**src/core/ttm_pkg.sv**
```systemverilog
// Purpose: shared constants and types for the timer channel
// Assumes: one 24-bit channel, plain register port
// Notes: word offsets below are byte addresses on the register port
package ttm_pkg;
  localparam int CW = 24;
  localparam logic [3:0] ADDR_CTRL = 4'h0;
  localparam logic [3:0] ADDR_LOAD = 4'h4;
  localparam logic [3:0] ADDR_CMP = 4'h8;
  localparam logic [3:0] ADDR_COUNT = 4'hC;
  localparam logic [3:0] ADDR_PRESC = 4'h0 + 4'h0 + 4'h0 + 4'h0 + 4'h0;
  // control and status layout
  localparam int BIT_EN = 0;
  localparam int BIT_OVERFLOW_IRQ_ENABLE = 1;
  localparam int BIT_COMPARE_IRQ_ENABLE = 2;
  localparam int BIT_POL = 3;
  localparam int MODE_LO = 4;
  localparam int MODE_HI = 7;
  localparam int BIT_RELOAD = 9;
  localparam int BIT_PSRC = 15;
  localparam int BIT_PIN_IN = 19;
  localparam int BIT_TOF = 20;
  localparam int BIT_TCF = 21;
  localparam logic [CW-1:0] CTRL_RESET = 24'h000000;
  localparam logic [CW-1:0] ZERO24 = 24'h000000;
  localparam logic [CW-1:0] ALL_ONES = 24'hFFFFFF;
  localparam int SYNC_STAGES = 2;
  // operating modes
  localparam logic [3:0] MODE_TOGGLE = 4'h2;
  localparam logic [3:0] MODE_EVENT = 4'h3;
  localparam logic [3:0] MODE_WIDTH = 4'h4;
  localparam logic [3:0] MODE_PERIOD = 4'h5;
  localparam logic [3:0] MODE_CAPTURE = 4'h6;
  localparam logic [3:0] MODE_PWM = 4'h7;

  typedef struct packed {
    logic [3:0] addr;
    logic [CW-1:0] wdata;
    logic wr;
    logic rd;
  } ttm_bus_req_t;

  typedef struct packed {
    logic pin_o;
    logic pin_oe;
  } ttm_pin_out_t;

  typedef enum logic [3:0] {
    ST_IDLE = 4'b0001,
    ST_ARMED = 4'b0010,
    ST_RUN = 4'b0100,
    ST_HALT = 4'b1000
  } ttm_state_t;
endpackage

```
**src/core/ttm_timer.sv**
```systemverilog
// Purpose: one 24-bit timer channel, toggle/event/measure/pwm modes
// Assumes: pin may be asynchronous to core_clk (two-stage synchroniser), prescaler tick supplied as pulse
// Notes: interrupt lines are level requests to an outside controller
//
// Notes on behaviour
// - mode field is control bits 7..4
// - enable clears counter, first tick loads
// - flags clear on write-one or service
// - toggle mode pin starts at polarity
// - toggle match inverts pin, sets flag
// - toggle/event match or overflow, pwm overflow, reloads when reload set
// - event clock is pin or prescaler tick
// - external clock synchronised, below clk/4
// - polarity picks falling or rising count edge
// - event match sets compare flag
// - measured counts may be one off
// - width mode start edge loads counter
// - width mode opposite edge captures, stops only with reload
// - width mode reload restarts on start edge
// - period mode same-edge pair captures count
// - period reload repeats, else runs on
// - capture edge sets flag, halts, copies
// - capture polarity picks ending edge
// - pwm match toggles pin, captures count
// - pwm overflow toggles pin, sets overflow
// - pwm pin starts at polarity level
// - period all-ones minus load plus one
// - pwm no-reload overflow readout takes load
//
// The register offsets and the strobed register port were chosen for this implementation.
`timescale 1ns/1ps
module ttm_timer
  import ttm_pkg::*;
(
  // clock and reset
  input wire logic core_clk,
  input wire logic reset,
  // register port
  input wire ttm_pkg::ttm_bus_req_t bus_req,
  output logic [ttm_pkg::CW-1:0] rdata,
  // interrupt service acknowledges and prescaler tick
  input wire logic compare_ack,
  input wire logic overflow_ack,
  input wire logic presc_tick,
  // timer pin
  input wire logic timer_io_pin_i,
  output ttm_pkg::ttm_pin_out_t timer_io_pin,
  // interrupt requests
  output logic compare_irq,
  output logic overflow_irq
);
  import ttm_pkg::*;

  // ----------------------------------------------------------------
  // registers
  // ----------------------------------------------------------------
  // control word fields
  logic timer_enable_bit;
  logic compare_irq_enable;
  logic overflow_irq_enable;
  logic polarity_select;
  logic reload_mode;
  logic presc_src;
  logic [3:0] mode_select_field;

  // status flags, set by hardware and cleared by software or service
  logic compare_flag;
  logic overflow_flag;

  // data registers and the running count
  logic [CW-1:0] load_value_reg;
  logic [CW-1:0] compare_value_reg;
  logic [CW-1:0] count_readout_reg;
  logic [CW-1:0] count_reg;

  // pin level and sequencing
  logic pin_reg;
  ttm_state_t state_reg;
  logic first_reg;
  logic reload_pend_reg;

  // pin sampling
  logic [SYNC_STAGES-1:0] sync_reg;
  logic samp_prev_reg;

  // ----------------------------------------------------------------
  // control register
  // ----------------------------------------------------------------
  wire ctrl_wr = bus_req.wr && bus_req.addr == ADDR_CTRL;
  wire en_rise = ctrl_wr && bus_req.wdata[BIT_EN] && !timer_enable_bit;
  // decisions taken on the enabling write follow the mode being written,
  // not the one it replaces
  wire [3:0] wr_mode = bus_req.wdata[MODE_HI:MODE_LO];
  wire [3:0] mode_next = ctrl_wr ? wr_mode : mode_select_field;
  wire en_next = ctrl_wr ? bus_req.wdata[BIT_EN] : timer_enable_bit;
  wire start_armed = wr_mode == MODE_WIDTH || wr_mode == MODE_PERIOD;

  always_ff @(posedge core_clk) begin
    if (reset) begin
      timer_enable_bit <= 1'b0;
      compare_irq_enable <= 1'b0;
      overflow_irq_enable <= 1'b0;
      polarity_select <= 1'b0;
      reload_mode <= 1'b0;
      presc_src <= 1'b0;
      mode_select_field <= 4'h0;
    end else if (ctrl_wr) begin
      timer_enable_bit <= bus_req.wdata[BIT_EN];
      overflow_irq_enable <= bus_req.wdata[BIT_OVERFLOW_IRQ_ENABLE];
      compare_irq_enable <= bus_req.wdata[BIT_COMPARE_IRQ_ENABLE];
      polarity_select <= bus_req.wdata[BIT_POL];
      mode_select_field <= bus_req.wdata[MODE_HI:MODE_LO];
      reload_mode <= bus_req.wdata[BIT_RELOAD];
      presc_src <= bus_req.wdata[BIT_PSRC];
    end
  end

  // ----------------------------------------------------------------
  // load and compare registers
  // ----------------------------------------------------------------
  always_ff @(posedge core_clk) begin
    if (reset) begin
      load_value_reg <= ZERO24;
      compare_value_reg <= ZERO24;
    end else if (bus_req.wr) begin
      if (bus_req.addr == ADDR_LOAD) begin
        load_value_reg <= bus_req.wdata;
      end
      if (bus_req.addr == ADDR_CMP) begin
        compare_value_reg <= bus_req.wdata;
      end
    end
  end

  // ----------------------------------------------------------------
  // pin synchroniser and edge find
  // ----------------------------------------------------------------
  // first stage feeds only the second; edges compare settled samples
  always_ff @(posedge core_clk) begin
    if (reset) begin
      sync_reg <= '0;
      samp_prev_reg <= 1'b0;
    end else begin
      sync_reg <= {sync_reg[0], timer_io_pin_i};
      samp_prev_reg <= sync_reg[SYNC_STAGES-1];
    end
  end

  wire samp = sync_reg[SYNC_STAGES-1];
  wire rise = samp && !samp_prev_reg;
  wire fall = !samp && samp_prev_reg;
  wire sel_edge = polarity_select ? fall : rise;
  wire opp_edge = polarity_select ? rise : fall;

  // ----------------------------------------------------------------
  // timer clock and counter
  // ----------------------------------------------------------------
  wire is_event = mode_select_field == MODE_EVENT;
  wire is_width = mode_select_field == MODE_WIDTH;
  wire is_period = mode_select_field == MODE_PERIOD;
  wire is_capture = mode_select_field == MODE_CAPTURE;
  wire is_pwm = mode_select_field == MODE_PWM;
  wire is_toggle = mode_select_field == MODE_TOGGLE;
  wire is_meas = is_width || is_period;
  // event mode counts pin edges or prescaler ticks; others count every cycle
  wire tclk = is_event ? (presc_src ? presc_tick : sel_edge) : 1'b1;
  wire running = timer_enable_bit && state_reg == ST_RUN;
  wire at_max = count_reg == ALL_ONES;
  // a match needs a settled count: not on a loading clock, not with a reload due
  wire match = running && tclk && !first_reg && !reload_pend_reg
               && count_reg == compare_value_reg;
  wire ovf = running && tclk && !first_reg && !reload_pend_reg && at_max;
  wire cnt_mode = is_toggle || is_event || is_pwm;
  // pwm reloads on overflow alone: reloading at its compare point would cut
  // the period short and break the duty figure
  wire reload_now = reload_mode && cnt_mode && ((match && !is_pwm) || ovf);
  // measurement edges; counts are one synchroniser delay late
  wire width_stop = is_width && running && !first_reg && opp_edge;
  wire period_hit = is_period && running && !first_reg && sel_edge;
  wire cap_hit = is_capture && running && sel_edge;
  wire meas_hit = width_stop || period_hit || cap_hit;

  // ----------------------------------------------------------------
  // sequencing
  // ----------------------------------------------------------------
  // width and period wait for a start edge; all other modes run at once
  always_ff @(posedge core_clk) begin
    if (reset) begin
      state_reg <= ST_IDLE;
    end else if (en_rise) begin
      state_reg <= start_armed ? ST_ARMED : ST_RUN;
    end else if (!timer_enable_bit) begin
      state_reg <= ST_IDLE;
    end else begin
      case (state_reg)
        ST_IDLE: state_reg <= ST_IDLE;
        ST_ARMED: if (sel_edge) state_reg <= ST_RUN;
        ST_RUN: begin
          if (cap_hit) begin
            state_reg <= ST_HALT;
          end else if (width_stop) begin
            state_reg <= reload_mode ? ST_ARMED : ST_RUN;
          end
        end
        ST_HALT: state_reg <= ST_HALT;
        default: state_reg <= ST_IDLE;
      endcase
    end
  end

  // ----------------------------------------------------------------
  // load sequencing
  // ----------------------------------------------------------------
  // first pending: next timer clock loads the load value
  always_ff @(posedge core_clk) begin
    if (reset) begin
      first_reg <= 1'b0;
      reload_pend_reg <= 1'b0;
    end else if (en_rise) begin
      first_reg <= 1'b1;
      reload_pend_reg <= 1'b0;
    end else begin
      if (state_reg == ST_ARMED && sel_edge) begin
        first_reg <= 1'b1;
      end else if (running && tclk && first_reg) begin
        first_reg <= 1'b0;
      end
      // counting modes reload on the match or overflow edge itself, so only the period
      // measurement keeps a reload pending for its next clock
      if (period_hit && reload_mode) begin
        reload_pend_reg <= 1'b1;
      end else if (running && tclk) begin
        reload_pend_reg <= 1'b0;
      end
    end
  end

  // ----------------------------------------------------------------
  // counter
  // ----------------------------------------------------------------
  // a width-stop or capture edge freezes the count on the edge that captures it; a period edge lets it advance
  always_ff @(posedge core_clk) begin
    if (reset) begin
      count_reg <= ZERO24;
    end else if (en_rise) begin
      count_reg <= ZERO24;
    end else if (running && tclk && !cap_hit && !width_stop) begin
      if (first_reg || reload_pend_reg || reload_now) begin
        count_reg <= load_value_reg;
      end else begin
        count_reg <= count_reg + 24'h000001; // wraps past all-ones
      end
    end
  end

  // ----------------------------------------------------------------
  // readout, flags and pin
  // ----------------------------------------------------------------
  // measuring modes change the readout only on their capture edge; the
  // toggle and event modes let it follow the live count
  always_ff @(posedge core_clk) begin
    if (reset) begin
      count_readout_reg <= ZERO24;
    end else if (meas_hit || (match && is_pwm)) begin
      count_readout_reg <= count_reg;
    end else if (ovf && is_pwm && !reload_mode) begin
      count_readout_reg <= load_value_reg;
    end else if (!is_meas && !is_capture && !is_pwm) begin
      count_readout_reg <= count_reg;
    end
  end

  // ----------------------------------------------------------------
  // flags
  // ----------------------------------------------------------------
  wire cmp_clr = ctrl_wr && bus_req.wdata[BIT_TCF];
  wire ovf_clr = ctrl_wr && bus_req.wdata[BIT_TOF];
  wire cmp_set = (match && (is_toggle || is_event || is_pwm)) || meas_hit;

  // set wins over a same-cycle clear
  always_ff @(posedge core_clk) begin
    if (reset) begin
      compare_flag <= 1'b0;
      overflow_flag <= 1'b0;
    end else begin
      if (cmp_set) begin
        compare_flag <= 1'b1;
      end else if (cmp_clr || compare_ack) begin
        compare_flag <= 1'b0;
      end
      if (ovf) begin
        overflow_flag <= 1'b1;
      end else if (ovf_clr || overflow_ack) begin
        overflow_flag <= 1'b0;
      end
    end
  end

  // ----------------------------------------------------------------
  // interrupt requests
  // ----------------------------------------------------------------
  always_ff @(posedge core_clk) begin
    if (reset) begin
      compare_irq <= 1'b0;
      overflow_irq <= 1'b0;
    end else begin
      // requests track the flag's next value, so a set beats a same-cycle clear
      compare_irq <= compare_irq_enable
                     && (cmp_set || (compare_flag && !cmp_clr && !compare_ack));
      overflow_irq <= overflow_irq_enable
                      && (ovf || (overflow_flag && !ovf_clr && !overflow_ack));
    end
  end

  // ----------------------------------------------------------------
  // pin drive
  // ----------------------------------------------------------------
  wire out_mode = is_toggle || is_pwm;
  // the enable follows the control word as written, so the pin turns round
  // on the edge that takes the write rather than one cycle after it
  wire oe_next = en_next && (mode_next == MODE_TOGGLE || mode_next == MODE_PWM);
  // pin_reg is the level the mode wants; the port flop below launches it
  always_ff @(posedge core_clk) begin
    if (reset) begin
      pin_reg <= 1'b0;
    end else if (en_rise) begin
      pin_reg <= bus_req.wdata[BIT_POL];
    end else if ((match && out_mode) || (ovf && is_pwm)) begin
      pin_reg <= !pin_reg;
    end
  end

  always_ff @(posedge core_clk) begin
    if (reset) begin
      timer_io_pin <= '0;
    end else begin
      timer_io_pin.pin_o <= (en_rise ? bus_req.wdata[BIT_POL] : pin_reg);
      timer_io_pin.pin_oe <= oe_next;
    end
  end

  // ----------------------------------------------------------------
  // read port
  // ----------------------------------------------------------------
  always_ff @(posedge core_clk) begin
    if (reset) begin
      rdata <= ZERO24;
    end else if (bus_req.rd) begin
      case (bus_req.addr)
        ADDR_CTRL: begin
          rdata <= CTRL_RESET;
          rdata[BIT_EN] <= timer_enable_bit;
          rdata[BIT_OVERFLOW_IRQ_ENABLE] <= overflow_irq_enable;
          rdata[BIT_COMPARE_IRQ_ENABLE] <= compare_irq_enable;
          rdata[BIT_POL] <= polarity_select;
          rdata[MODE_HI:MODE_LO] <= mode_select_field;
          rdata[BIT_RELOAD] <= reload_mode;
          rdata[BIT_PSRC] <= presc_src;
          rdata[BIT_PIN_IN] <= samp;
          rdata[BIT_TOF] <= overflow_flag;
          rdata[BIT_TCF] <= compare_flag;
        end
        ADDR_CMP: rdata <= compare_value_reg;
        ADDR_COUNT: rdata <= count_readout_reg;
        default: rdata <= ZERO24; // load register is write-only
      endcase
    end else begin
      rdata <= ZERO24;
    end
  end
endmodule

```
**config.mk**
```make
export PLATFORM = sky130hd
export DESIGN_NAME = ttm_timer
export DESIGN_NICKNAME = d
export VERILOG_FILES = /design/src/core/ttm_pkg.sv /design/src/core/ttm_timer.sv
export SDC_FILE = /design/constraint.sdc
export NUM_CORES = 1
export LEC_CHECK = 0
export BUFFER_PORTS_ARGS = -buffer_cell sky130_fd_sc_hd__buf_2
export CAP_MARGIN = 20
export CORE_ASPECT_RATIO = 1.4
export CORE_MARGIN = 2
export CORE_UTILIZATION = 40
export CTS_CLUSTER_DIAMETER = 60
export CTS_CLUSTER_SIZE = 14
export DETAILED_ROUTE_END_ITERATION = 7
export HOLD_SLACK_MARGIN = 0.05
export PLACE_DENSITY = 0.6
export RECOVER_POWER = 100
export SYNTH_ARGS = -nofsm -noshare
export SYNTH_HDL_FRONTEND = slang
export SYNTH_SLANG_ARGS = --single-unit
```
**constraint.sdc**
```tcl
create_clock -name core_clk -period 3.15 [get_ports core_clk]
set_input_delay 0.315 -clock core_clk [delete_from_list [all_inputs] [get_ports core_clk]]
set_output_delay 0.315 -clock core_clk [all_outputs]
set_load 0.02 [all_outputs]
```
After elaboration in Yosys (flattened, before gate mapping)

Index checks and enable logic that the tools add are counted.
Widths: inputs -> output; s select.

Flip-flop bits (word level): 146
Input port bits: 36
Output and inout bits: 28
Word-level logic and storage cells: 166

Add/sub/neg operators: 1
Equality and inequality tests: 20
Mux-type cells: 31
Bitwise operators: 1
Reductions and logical operators: 89

Operator list:

| kind                  | count |
|---|---|
| $mux 24               | 4 |
| $pmux 24 s3           | 1 |
| $logic_and 1x1->1     | 43 |
| $eq 4x3->1 const B    | 9 |
| $add 24x1->24 const B | 1 |
| $eq 24x24->1          | 1 |
| $eq 24x24->1 const B  | 1 |
| $mux 4                | 6 |
| $logic_or 1x1->1      | 18 |
| $mux 1                | 17 |
| $eq 4x2->1 const B    | 4 |
| $logic_not 1->1       | 16 |
| $eq 4x4->1 const B    | 3 |
| $pmux 4 s3            | 1 |
| $reduce_bool 2->1     | 4 |
| $mux 3                | 2 |
| $reduce_and 2->1      | 3 |
| $reduce_bool 3->1     | 2 |
| $ne 5x5->1 const B    | 1 |
| $logic_not 4->1       | 1 |
| $ne 4x4->1 const B    | 1 |
| $reduce_or 2->1       | 2 |
| $not 1->1             | 1 |

Logic depth before layout (Yosys ltp)

Gate-level depths: netlist of the first run.

Depth after elaboration: 14
Depth in mapped cells: 11
Mapped depth without buffers: 8

Worst setup path after synthesis of the first run

Ideal clock, no wire load.

Path type: register to register
Start point: reg polarity_select
End point: reg count_reg[19]
Setup time: 0.125 ns
Arrival: 2.183 ns
Required time: 3.025 ns
Path slack: 0.842 ns
Stages on the path, launching flop included: 10
Path buffers: 3
Clock period less this slack: 2.308 ns
Path through: dfxtp_1 or3b_4 and2_1 or4_1 clkbuf_1 and3_1 buf_2 buf_2 nand4_1 nand3_1

Word-level cells in the longest chain between the ends: 12
Elaborated cells between the ends (all ways): 20
Classes of those cells: mux: 5; reduce/logical: 15

RTL lines:

| element                         | RTL line                                             | source |
|---|---|---|
| from (decl)                     | ttm_timer.sv:61                                      | `logic polarity_select;` |
| from (signal assigned)          | ttm_timer.sv:111                                     | `polarity_select <= bus_req.wdata[BIT_POL];` |
| $mux 1                          | ttm_timer.sv:152                                     | `wire sel_edge = polarity_select ? fall : rise;` |
| $mux 1 (2 in series)            | ttm_timer.sv:166                                     | `wire tclk = is_event ? (presc_src ? presc_tick : sel_edge) : 1'b1;` |
| $logic_and 1x1->1               | ttm_timer.sv:170, ttm_timer.sv:172, ttm_timer.sv:247 |  |
| $logic_and 1x1->1 (2 in series) | ttm_timer.sv:170, ttm_timer.sv:172                   |  |
| $logic_and 1x1->1               | ttm_timer.sv:171                                     | `&& count_reg == compare_value_reg;` |
| $logic_and 1x1->1               | ttm_timer.sv:176                                     | `wire reload_now = reload_mode && cnt_mode && ((match && !is_pwm) \|\| ovf);` |
| $logic_or 1x1->1                | ttm_timer.sv:176                                     |  |
| $logic_and 1x1->1               | ttm_timer.sv:176                                     |  |
| $logic_or 1x1->1                | ttm_timer.sv:248                                     | `if (first_reg \|\| reload_pend_reg \|\| reload_now) begin` |
| $mux 24                         | ttm_timer.sv:248                                     |  |
| to (signal assigned)            | ttm_timer.sv:249                                     | `count_reg <= load_value_reg;` |
| to (signal assigned)            | ttm_timer.sv:251                                     | `count_reg <= count_reg + 24'h000001;` |
| to (decl)                       | ttm_timer.sv:74                                      | `logic [CW-1:0] count_reg;` |

Several ways; a longest one is shown, not always the timed one.
A chain may end at the register's enable or synchronous reset.

Worst setup path in the final report of the first run

Start point: in bus_req[29] in the netlist's numbering
End point: reg count_reg[19]

Word-level cells in the longest chain between the ends: 5

RTL lines:

| element                          | RTL line        | source |
|---|---|---|
| from (decl)                      | ttm_timer.sv:39 | `input wire ttm_pkg::ttm_bus_req_t bus_req,` |
| $logic_not 4->1                  | ttm_timer.sv:89 | `wire ctrl_wr = bus_req.wr && bus_req.addr == ADDR_CTRL;` |
| $logic_and 1x1->1                | ttm_timer.sv:89 |  |
| $logic_and 1x1->1 (2 in series)  | ttm_timer.sv:90 | `wire en_rise = ctrl_wr && bus_req.wdata[BIT_EN] && !timer_enable_bit;` |
| $reduce_or 2->1 (no source line) | -               |  |

Every way passes these cells.

==> metrics, run 1 <==
cells after synthesis=845; Hold WS=0.104 ns; Sw Ratio=23.9%; Critical path origin=bus_req[29]; # IOs=64; fillers=1712; ANT nets after route=0; Comb pwr share=4.3%; register share of total power=47.3%; Hold WC Path Type=primary input to register; asr flop ratio synth=0%; CTS H-tree lvls=4; crit end category=register; CTS max path bufs=2; final worst setup slack=0.295 ns; CTS tree=yes; Worst setup SP type=primary input; syn nets=882; Post-Synth Adder-Cell Area=0.183%; R2R Path End=count_reg[18]; Residual DRC=0; Place WS=0.362 ns; flop and latch count out of synthesis=146; DP Wirelength=15.6 mm; clk_lat worst skew=0.43 ns; die area=0.0182 mm^2; Clk pwr share=48.4%; Post-Synth Simple-Gate Area=28.3%; port bufs=63; slew margin rel.=-8.29%; Final nets=919; Worst VDD drop=0.363 mV; final core occ=46.6%; largest family of logic cells by synthesized area=simple AND/OR/NAND/NOR gates; internal power=3.03 mW; data arrival time of the worst path=3.16 ns; Post-CTS Setup Bufs=0; # hold bufs at CTS=0; hold path depth=2; root buffer cell=clkbuf_16; multiplexer share of the synthesized area=2.89%; worst r2r src=mode_select_field[0]; Setup Crit Path Kind=primary input to register; Critical Path RT=3.46 ns; routed len/inst=19.9 um; Final TNS setup=0 ns; total CTS buffers=17; fin crit share=90.6%; Total GRT Usage=24.6%; ys flop type=dfxtp_1; most frequent cells in the layout=dfxtp_1, nand2_1, a21oi_1; Final Skew=0.00892 ns; initial antenna violation count=0; most common cell after layout, fill and taps aside=dfxtp_1; Vias=6429; Synth Area in Compound Gates=17.1%; RSZ-0062 raised after global routing=false; Netlist cell types=62; Critical Path End=count_reg[19]; Total Wirelength=21.8 mm; number of global-route vias before repair=6141; Initial DRT Pass Iterations=5; reg2reg setup slack=0.31 ns; status=finished with violations; layout overhead on the synthesized area=14.3%; Least-Margin Pin Slew=1.62 ns; Core Area=0.0167 mm^2; Seq/Total Area, Yosys=42.8%; layout cell share with drive strength beyond 1=12.6%; MaxCap Viol Count=1; Reg clk slew, reported paths=0.06 ns; Mapped Area=0.00683 mm^2; Period minus WS final=2.85 ns; global placer's final weighted congestion=0.866; largest net degree at the start of global routing=53; clk sink count=146; CTS resizes=0; Fin. Hold Viols=0; Starting Density=40.8%; Initial DRC Count=440; Synth Area in XOR/XNOR=3.59%; FF-to-FF path depth=8; Max Fclk=350 MHz; Slew Limit Fails=25; Post-synth EDFFs=0; critical-path maximum fanout=52; PD cells=509 mW/mm^2; global-route wire length before repair=33.8 mm; Final setup viols=0; Switch Pwr=0.950 mW; Antenna diodes=0; remaining global-route overflow=0; Leak Pwr=2.81 nW; die height=159 um; failing checks=capacitance limit, slew limit; row count=56; Warnings, synthesis=0; routed vias/inst=5.86; die width=114 um; synthesized area per cell=8.08 um^2
## how the worst min path moves through the flow
stage / endpoint / from
detailed placement: overflow_irq_enable / overflow_irq_enable
floorplan: sync_reg[1] / sync_reg[0]
global placement: overflow_irq_enable / overflow_irq_enable
global route: sync_reg[0] / timer_io_pin_i
finish: sync_reg[0] / timer_io_pin_i
CTS: sync_reg[0] / timer_io_pin_i
## cells by family after synthesis
logic type	count (synthesis)
XOR/XNOR	28
AND/OR/NAND/NOR	386
AO/OA/AOI/OAI	188
multiplexers	18
adder cells (fa/ha/maj)	1
buffers and inverters	78
flip-flops	146
## Yosys cell counts (all sizes together), types with 6 or more instances
| cell | instances | area share [%] |
|---|---|---|
| nand4 | 30 | 2.7 |
| nand2 | 146 | 8.1 |
| a22oi | 24 | 2.6 |
| dfxtp | 146 | 43 |
| and3 | 18 | 1.6 |
| or3 | 6 | 0.55 |
| and2 | 6 | 0.55 |
| nor2b | 6 | 0.55 |
| a31oi | 6 | 0.55 |
| buf | 22 | 2.0 |
| nand2b | 28 | 2.7 |
| nor2 | 43 | 2.4 |
| a21oi | 67 | 5.0 |
| xor2 | 28 | 3.6 |
| clkbuf | 52 | 2.9 |
| o21ai | 37 | 2.7 |
| nand3 | 49 | 3.7 |
| mux2 | 14 | 2.3 |
| nor4 | 25 | 2.3 |
| o22ai | 22 | 2.0 |
## metrics by stage
stage | std cells | power, mW | cell area (um^2)
detailed placement | 1066 | 2.09 | 7320
CTS | 1098 | 3.99 | 7870
global route | 1098 | 4.09 | 7810
finish | 1098 | 3.98 | 7810
global placement | 1066 | 2.09 | 7320
floorplan | 845 | 2.01 | 6830
## worst max-delay path: stages
cell      delay, ns
clkbuf_1       0.33
nor2_1         0.23
clkbuf_1       0.51
nand3_1        0.31
nor3b_1        0.43
nor2_2         0.05
clkbuf_4       0.40
and3_1         0.29
o21ai_0        0.17
nand3_1        0.08
## power by group through the flow
stage	combinational, mW	sequential [mW]	clock [mW]
4_1_cts	0.173	1.88	1.94
5_1_grt	0.185	1.88	2.03
3_5_place_dp	0.172	1.92	0
6_report	0.172	1.88	1.93
3_3_place_gp	0.173	1.92	0
2_1_floorplan	0.104	1.91	0
## layer usage
layer | vias to the layer above | part of all wire, % | global-route usage, %
li1 | 3083 | - | -
met1 | 3078 | 39 | 28.4
met3 | 54 | 4.6 | 4.45
met5 | - | 0 | 0
met2 | 214 | 52 | 43.6
met4 | 0 | 3.9 | 12.1
## layout make-up
cell class / count / area, um^2 / share of cell area [%]
sequential: 146 / 2920 / 37.4
clock inverter: 11 / 106 / 1.36
inverter: 4 / 15.0 / 0.192
clock buffer: 21 / 450 / 5.77
tap: 203 / 254 / 3.25
timing repair buffer: 92 / 485 / 6.22
multi-input combinational: 621 / 3570 / 45.8
(Power assumes the default switching activity.)
==> run 2, diff against run 1 <==
--- a/config.mk
+++ b/config.mk
@@ -10,9 +10,9 @@
 export CORE_ASPECT_RATIO = 1.4
 export CORE_MARGIN = 2
 export CORE_UTILIZATION = 40
-export CTS_CLUSTER_DIAMETER = 60
 export CTS_CLUSTER_SIZE = 14
 export DETAILED_ROUTE_END_ITERATION = 7
+export GPL_TIMING_DRIVEN = 0
 export HOLD_SLACK_MARGIN = 0.05
 export PLACE_DENSITY = 0.6
 export RECOVER_POWER = 100
==> metrics, run 2 (same netlist as run 1, synthesis figures left out) <==
status=complete, no violations (was finished with violations); critical-path cell list=nand2b_1, a2111o_1, o21bai_2, nor4_1, o31ai_2, clkbuf_2, clkbuf_2, o21ai_0, nand3_1 (was clkbuf_1, nor2_1, clkbuf_1, nand3_1, nor3b_1, nor2_2, clkbuf_4, and3_1, o21ai_0, nand3_1); ANT nets after route=0 (unchanged); port bufs=60 (was 63); critical-path maximum fanout=10 (was 52); CTS max path bufs=2 (unchanged); Slew Limit Fails=0 (was 25); Vias=6591 (was 6429); CTS tree=yes (unchanged); # IOs=64 (unchanged); die height=159 um (unchanged); Leak Pwr=2.84 nW (was 2.81 nW); routed vias/inst=5.78 (was 5.86); routed len/inst=20.2 um (was 19.9 um); Place WS=-0.0000422 ns (was 0.362 ns); layout overhead on the synthesized area=16.0% (was 14.3%); Initial DRC Count=448 (was 440); worst stage delay on the critical path=0.47 ns (was 0.51 ns); initial antenna violation count=0 (unchanged); Setup Crit Path Kind=register to register (was primary input to register); layout cell share with drive strength beyond 1=11.4% (was 12.6%); Finished Cell Area=0.00793 mm^2 (was 0.00781 mm^2); Critical Path RT=3.52 ns (was 3.46 ns); final worst setup slack=0.149 ns (was 0.295 ns); Hold WC Path Type=primary input to register (unchanged); Worst setup SP type=register (was primary input); clk sink count=146 (unchanged); Post-DP Area=0.00738 mm^2 (was 0.00732 mm^2); Starting Density=40.8% (unchanged); data arrival time of the worst path=3.38 ns (was 3.16 ns); Worst VDD drop=0.318 mV (was 0.363 mV); crit end category=register (unchanged); total CTS buffers=17 (unchanged); global placer's final weighted congestion=0.888 (was 0.866); largest net degree at the start of global routing=17 (was 53); global-route wire length before repair=35.4 mm (was 33.8 mm); Total GRT Usage=26.3% (was 24.6%); Fin. Hold Viols=0 (unchanged); worst r2r src=mode_select_field[1] (was mode_select_field[0]); Period minus WS final=3.00 ns (was 2.85 ns); Core Area=0.0167 mm^2 (unchanged); RSZ-0062 raised after global routing=false (unchanged); Worst path slowest cell=dfxtp_1 (was clkbuf_1); Critical path origin=mode_select_field[1] (was bus_req[29]); Least-Margin Pin Slew=0.785 ns (was 1.62 ns); Antenna diodes=0 (unchanged); # hold bufs at CTS=0 (unchanged); number of global-route vias before repair=6395 (was 6141); Max Fclk=333 MHz (was 350 MHz); MaxCap Viol Count=0 (was 1); root buffer cell=clkbuf_16 (unchanged); clk_lat worst skew=0.44 ns (was 0.43 ns); Hold WS=0.0976 ns (was 0.104 ns); die area=0.0182 mm^2 (unchanged); Final setup viols=0 (unchanged); CTS resizes=0 (unchanged); PD cells=505 mW/mm^2 (was 509 mW/mm^2); fin crit share=95.3% (was 90.6%); slew margin rel.=47.6% (was -8.29%); most common cell after layout, fill and taps aside=dfxtp_1 (unchanged); Residual DRC=0 (unchanged); Final nets=961 (was 919); die width=114 um (unchanged); most frequent cells in the layout=dfxtp_1, nand2_1, clkbuf_1 (was dfxtp_1, nand2_1, a21oi_1); Reg clk slew, reported paths=0.06 ns (about the same); Initial DRT Pass Iterations=5 (unchanged); Final Skew=0.0123 ns (was 0.00892 ns); row count=56 (unchanged); CP most frequent cell=clkbuf_2; Post-CTS Setup Bufs=0 (unchanged); hold wc startpoint=timer_io_pin_i (unchanged); remaining global-route overflow=0 (unchanged); DP Wirelength=17.4 mm (was 15.6 mm); CTS H-tree lvls=4 (unchanged); Total Wirelength=23.1 mm (was 21.8 mm)
==> run 2: changes by cell type in the layout (fill, tap and decap cells not counted), moves of 2 or more <==
cell	previous run	this run
buf_2	33	43
buf_4	21	1
buf_6	0	4
clkbuf_1	39	83
clkbuf_2	0	4
clkbuf_8	1	3
clkinv_2	2	0
inv_6	2	4
mux2_1	0	6
mux2_2	14	8
==> run 2: worst paths after layout <==
check,to,slack (ns),depth (start not counted)
min,sync_reg[0],0.1,2
min reg2reg,sync_reg[1],0.45,1
max reg2reg,count_reg[20],0.15,9
max,count_reg[20],0.15,9
==> run 2: final cells by class <==
type	count	area (um^2)
fill	1715	8820
multi-input combinational	621	3570
sequential	146	2920
clock buffer	21	470
buffer	74	330
timing repair buffer	60	265
tap	203	254
clock inverter	11	95.1
inverter	4	15.0
==> run 2: layer usage <==
metal / GRT usage, % / vias to the layer above / wire length (um)
li1: - / 3176 / -
met1: 30.3 / 3116 / 9290
met2: 46.5 / 238 / 11500
met3: 4.68 / 61 / 1170
met4: 13.1 / 0 / 1070
met5: 0 / - / 0
==> run 2: critical path, delay by kind of cell (launching register included) <==
| kind | cells | cell delay (ns) |
|---|---|---|
| AOI/OAI and AO/OA | 4 | 1.45 |
| buffers and inverters | 2 | 0.62 |
| DFF | 1 | 0.47 |
| and+or+nand+nor | 3 | 0.40 |
==> run 2: power by group <==
part           internal (mW)  switching [mW]  leakage [nW]
Sequential              1.86          0.0162          1.18
Combinational         0.0585           0.130          1.39
Clock                   1.09           0.850         0.269
==> run 2: stage by stage <==
stage	power, mW	utilization, %	cells	setup TNS (ns)
after global placement	2.10	44.1	1108	0
after CTS	4.03	47.5	1140	0
after detailed placement	2.10	44.1	1108	-0.0000422
final	4.00	47.3	1140	0
after global routing	4.12	47.3	1140	0
after floorplan	2.01	-	845	0
==> run 3, diff against run 2 <==
--- a/config.mk
+++ b/config.mk
@@ -5,17 +5,19 @@
 export SDC_FILE = /design/constraint.sdc
 export NUM_CORES = 1
 export LEC_CHECK = 0
-export BUFFER_PORTS_ARGS = -buffer_cell sky130_fd_sc_hd__buf_2
+export BUFFER_PORTS_ARGS = -buffer_cell sky130_fd_sc_hd__clkbuf_2
 export CAP_MARGIN = 20
 export CORE_ASPECT_RATIO = 1.4
 export CORE_MARGIN = 2
 export CORE_UTILIZATION = 40
+export CTS_BUF_LIST = sky130_fd_sc_hd__clkbuf_8
 export CTS_CLUSTER_SIZE = 14
 export DETAILED_ROUTE_END_ITERATION = 7
 export GPL_TIMING_DRIVEN = 0
 export HOLD_SLACK_MARGIN = 0.05
 export PLACE_DENSITY = 0.6
 export RECOVER_POWER = 100
+export SKIP_LAST_GASP = 1
 export SYNTH_ARGS = -nofsm -noshare
 export SYNTH_HDL_FRONTEND = slang
 export SYNTH_SLANG_ARGS = --single-unit
==> metrics, run 3 (same netlist as run 1, synthesis figures left out) <==
status=complete, no violations (unchanged); most common cell after layout, fill and taps aside=dfxtp_1 (unchanged); data arrival time of the worst path=3.36 ns (was 3.38 ns); FF-to-FF path depth=9 (unchanged); met3 Use GR=4.23% (was 4.68%); port bufs=60 (unchanged); Worst VDD drop=0.257 mV (was 0.318 mV); CTS H-tree lvls=4 (unchanged); # IOs=64 (unchanged); Post-CTS Setup Bufs=0 (unchanged); met1 GRT Util=29.6% (was 30.3%); fin crit share=95.8% (was 95.3%); Total GRT Usage=25.9% (was 26.3%); die width=114 um (unchanged); Hold WC Path Type=primary input to register (unchanged); layout overhead on the synthesized area=13.6% (was 16.0%); Initial DRT Pass Iterations=7 (was 5); die height=159 um (unchanged); Residual DRC=0 (unchanged); die area=0.0182 mm^2 (unchanged); Slew Limit Fails=0 (unchanged); CP most frequent cell=nand3_1 (was clkbuf_2); Worst path slowest cell=dfxtp_1 (unchanged); Reg area=0.00292 mm^2 (unchanged); root buffer cell=clkbuf_8 (was clkbuf_16); total CTS buffers=17 (unchanged); remaining global-route overflow=0 (unchanged); slew margin rel.=45.5% (was 47.6%); Final nets=960 (was 961); fillers=1731 (was 1715); clk_lat worst skew=0.47 ns (was 0.44 ns); Final Skew=0.0137 ns (was 0.0123 ns); multi-input logic area=0.00357 mm^2 (about the same); hold path depth=2 (unchanged); Total Wirelength=23.1 mm (about the same); final worst setup slack=0.131 ns (was 0.149 ns); global placer's final weighted congestion=0.904 (was 0.888); Starting Density=40.8% (unchanged); clk sink count=146 (unchanged); Worst setup SP type=register (unchanged); Place WS=0.00445 ns (was -0.0000422 ns); Initial DRC Count=507 (was 448); layout cell share with drive strength beyond 1=11.1% (was 11.4%); Top Usage Layer GRT=met2 (unchanged); largest net degree at the start of global routing=17 (unchanged); row count=56 (unchanged); global-route wire length before repair=34.9 mm (was 35.4 mm); routed len/inst=20.3 um (was 20.2 um); Vias=6647 (was 6591); most frequent cells in the layout=dfxtp_1, nand2_1, clkbuf_1 (unchanged); CTS tree=yes (unchanged); Finished Cell Area=0.00776 mm^2 (was 0.00793 mm^2); ANT nets after route=0 (unchanged); Post-DP Area=0.00738 mm^2 (unchanged); DP Wirelength=17.4 mm (about the same); RSZ-0062 raised after global routing=true (was false); Leak Pwr=2.80 nW (was 2.84 nW); # hold bufs at CTS=0 (unchanged); Reg clk slew, reported paths=0.08 ns (was 0.06 ns); Setup Crit Path Kind=register to register (unchanged); Fin. Hold Viols=0 (unchanged); CTS max path bufs=2 (unchanged); Critical Path RT=3.49 ns (was 3.52 ns); MaxCap Viol Count=0 (unchanged); number of global-route vias before repair=6295 (was 6395); Design Power=3.63 mW (was 4.00 mW); M2 GR Usage=47.1% (was 46.5%); Least-Margin Pin Slew=0.816 ns (was 0.785 ns); critical-path cell list=ha_1, nand3_1, nor4_1, nand3_1, nor4_2, nand2_2, clkbuf_1, o21ai_0, o22ai_1 (was nand2b_1, a2111o_1, o21bai_2, nor4_1, o31ai_2, clkbuf_2, clkbuf_2, o21ai_0, nand3_1); routed vias/inst=5.84 (was 5.78); PD cells=467 mW/mm^2 (was 505 mW/mm^2); Max Fclk=331 MHz (was 333 MHz); Core Area=0.0167 mm^2 (unchanged); critical-path maximum fanout=10 (unchanged); Final setup viols=0 (unchanged); Antenna diodes=0 (unchanged); Period minus WS final=3.02 ns (was 3.00 ns); initial antenna violation count=0 (unchanged); crit end category=register (unchanged); worst stage delay on the critical path=0.49 ns (was 0.47 ns)
## run 3: changes by cell type in the layout (fill, tap and decap cells not counted), moves of 2 or more
cell	before	now
inv_6	4	2
and2_1	3	5
clkbuf_2	4	32
and2_0	3	1
clkbuf_16	17	0
clkinvlp_4	3	1
clkbuf_8	3	18
clkbuf_1	83	80
buf_2	43	15
inv_1	4	6
bufinv_16	0	3
## run 3: metal layers
metal,part of all wire [%],vias up
li1,-,3175
met1,40,3165
met2,51,250
met3,4.7,57
met4,4.0,0
met5,0,-
## run 3: timing repair
action,CTS,global route
resized for setup,0,1
hold endpoints to repair,0,0
endpoints found under the setup margin,0,21
## run 3: layout make-up
cell class / count / area share (%)
Inverter: 4 / 0.193
Sequential cell: 146 / 37.7
Clock buffer: 18 / 3.19
Timing Repair Buffer: 60 / 3.42
Clock inverter: 13 / 2.10
Buffer: 73 / 4.21
Multi-Input combinational cell: 621 / 46.0
Tap cell: 203 / 3.27
## run 3: worst paths after layout
path / from / end / slack (ns)
max: count_reg[0] / count_readout_reg[8] / 0.13
min: timer_io_pin_i / sync_reg[0] / 0.07
max reg2reg: count_reg[0] / count_readout_reg[8] / 0.13
min reg2reg: sync_reg[0] / sync_reg[1] / 0.46
## run 3: per-stage QoR
stage	hold WS, ns	TNS (ns)	util, %	cells
after detailed placement	0.444	0	44.1	1108
after CTS	0.0564	0	46.5	1139
after global routing	0.0745	-0.0242	46.4	1138
final	0.0658	0	46.4	1138
after floorplan	0.414	0	-	845
after global placement	0.428	0	44.1	1108
## run 3: worst max-delay path, delay by kind of cell (launching register included)
kind            cells  cell delay, ns
simple gates        5            1.32
fa+ha+maj           1            0.26
flops               1            0.49
compound gates      2            0.59
buf+inv             1            0.23
## run 3: power by group
| group | leakage [nW] | internal [mW] | total, mW | switching (mW) |
|---|---|---|---|---|
| combinational | 1.41 | 0.0589 | 0.188 | 0.129 |
| sequential | 1.18 | 1.86 | 1.87 | 0.0165 |
| clock | 0.212 | 0.802 | 1.57 | 0.764 |
| total | 2.80 | 2.72 | 3.63 | 0.910 |
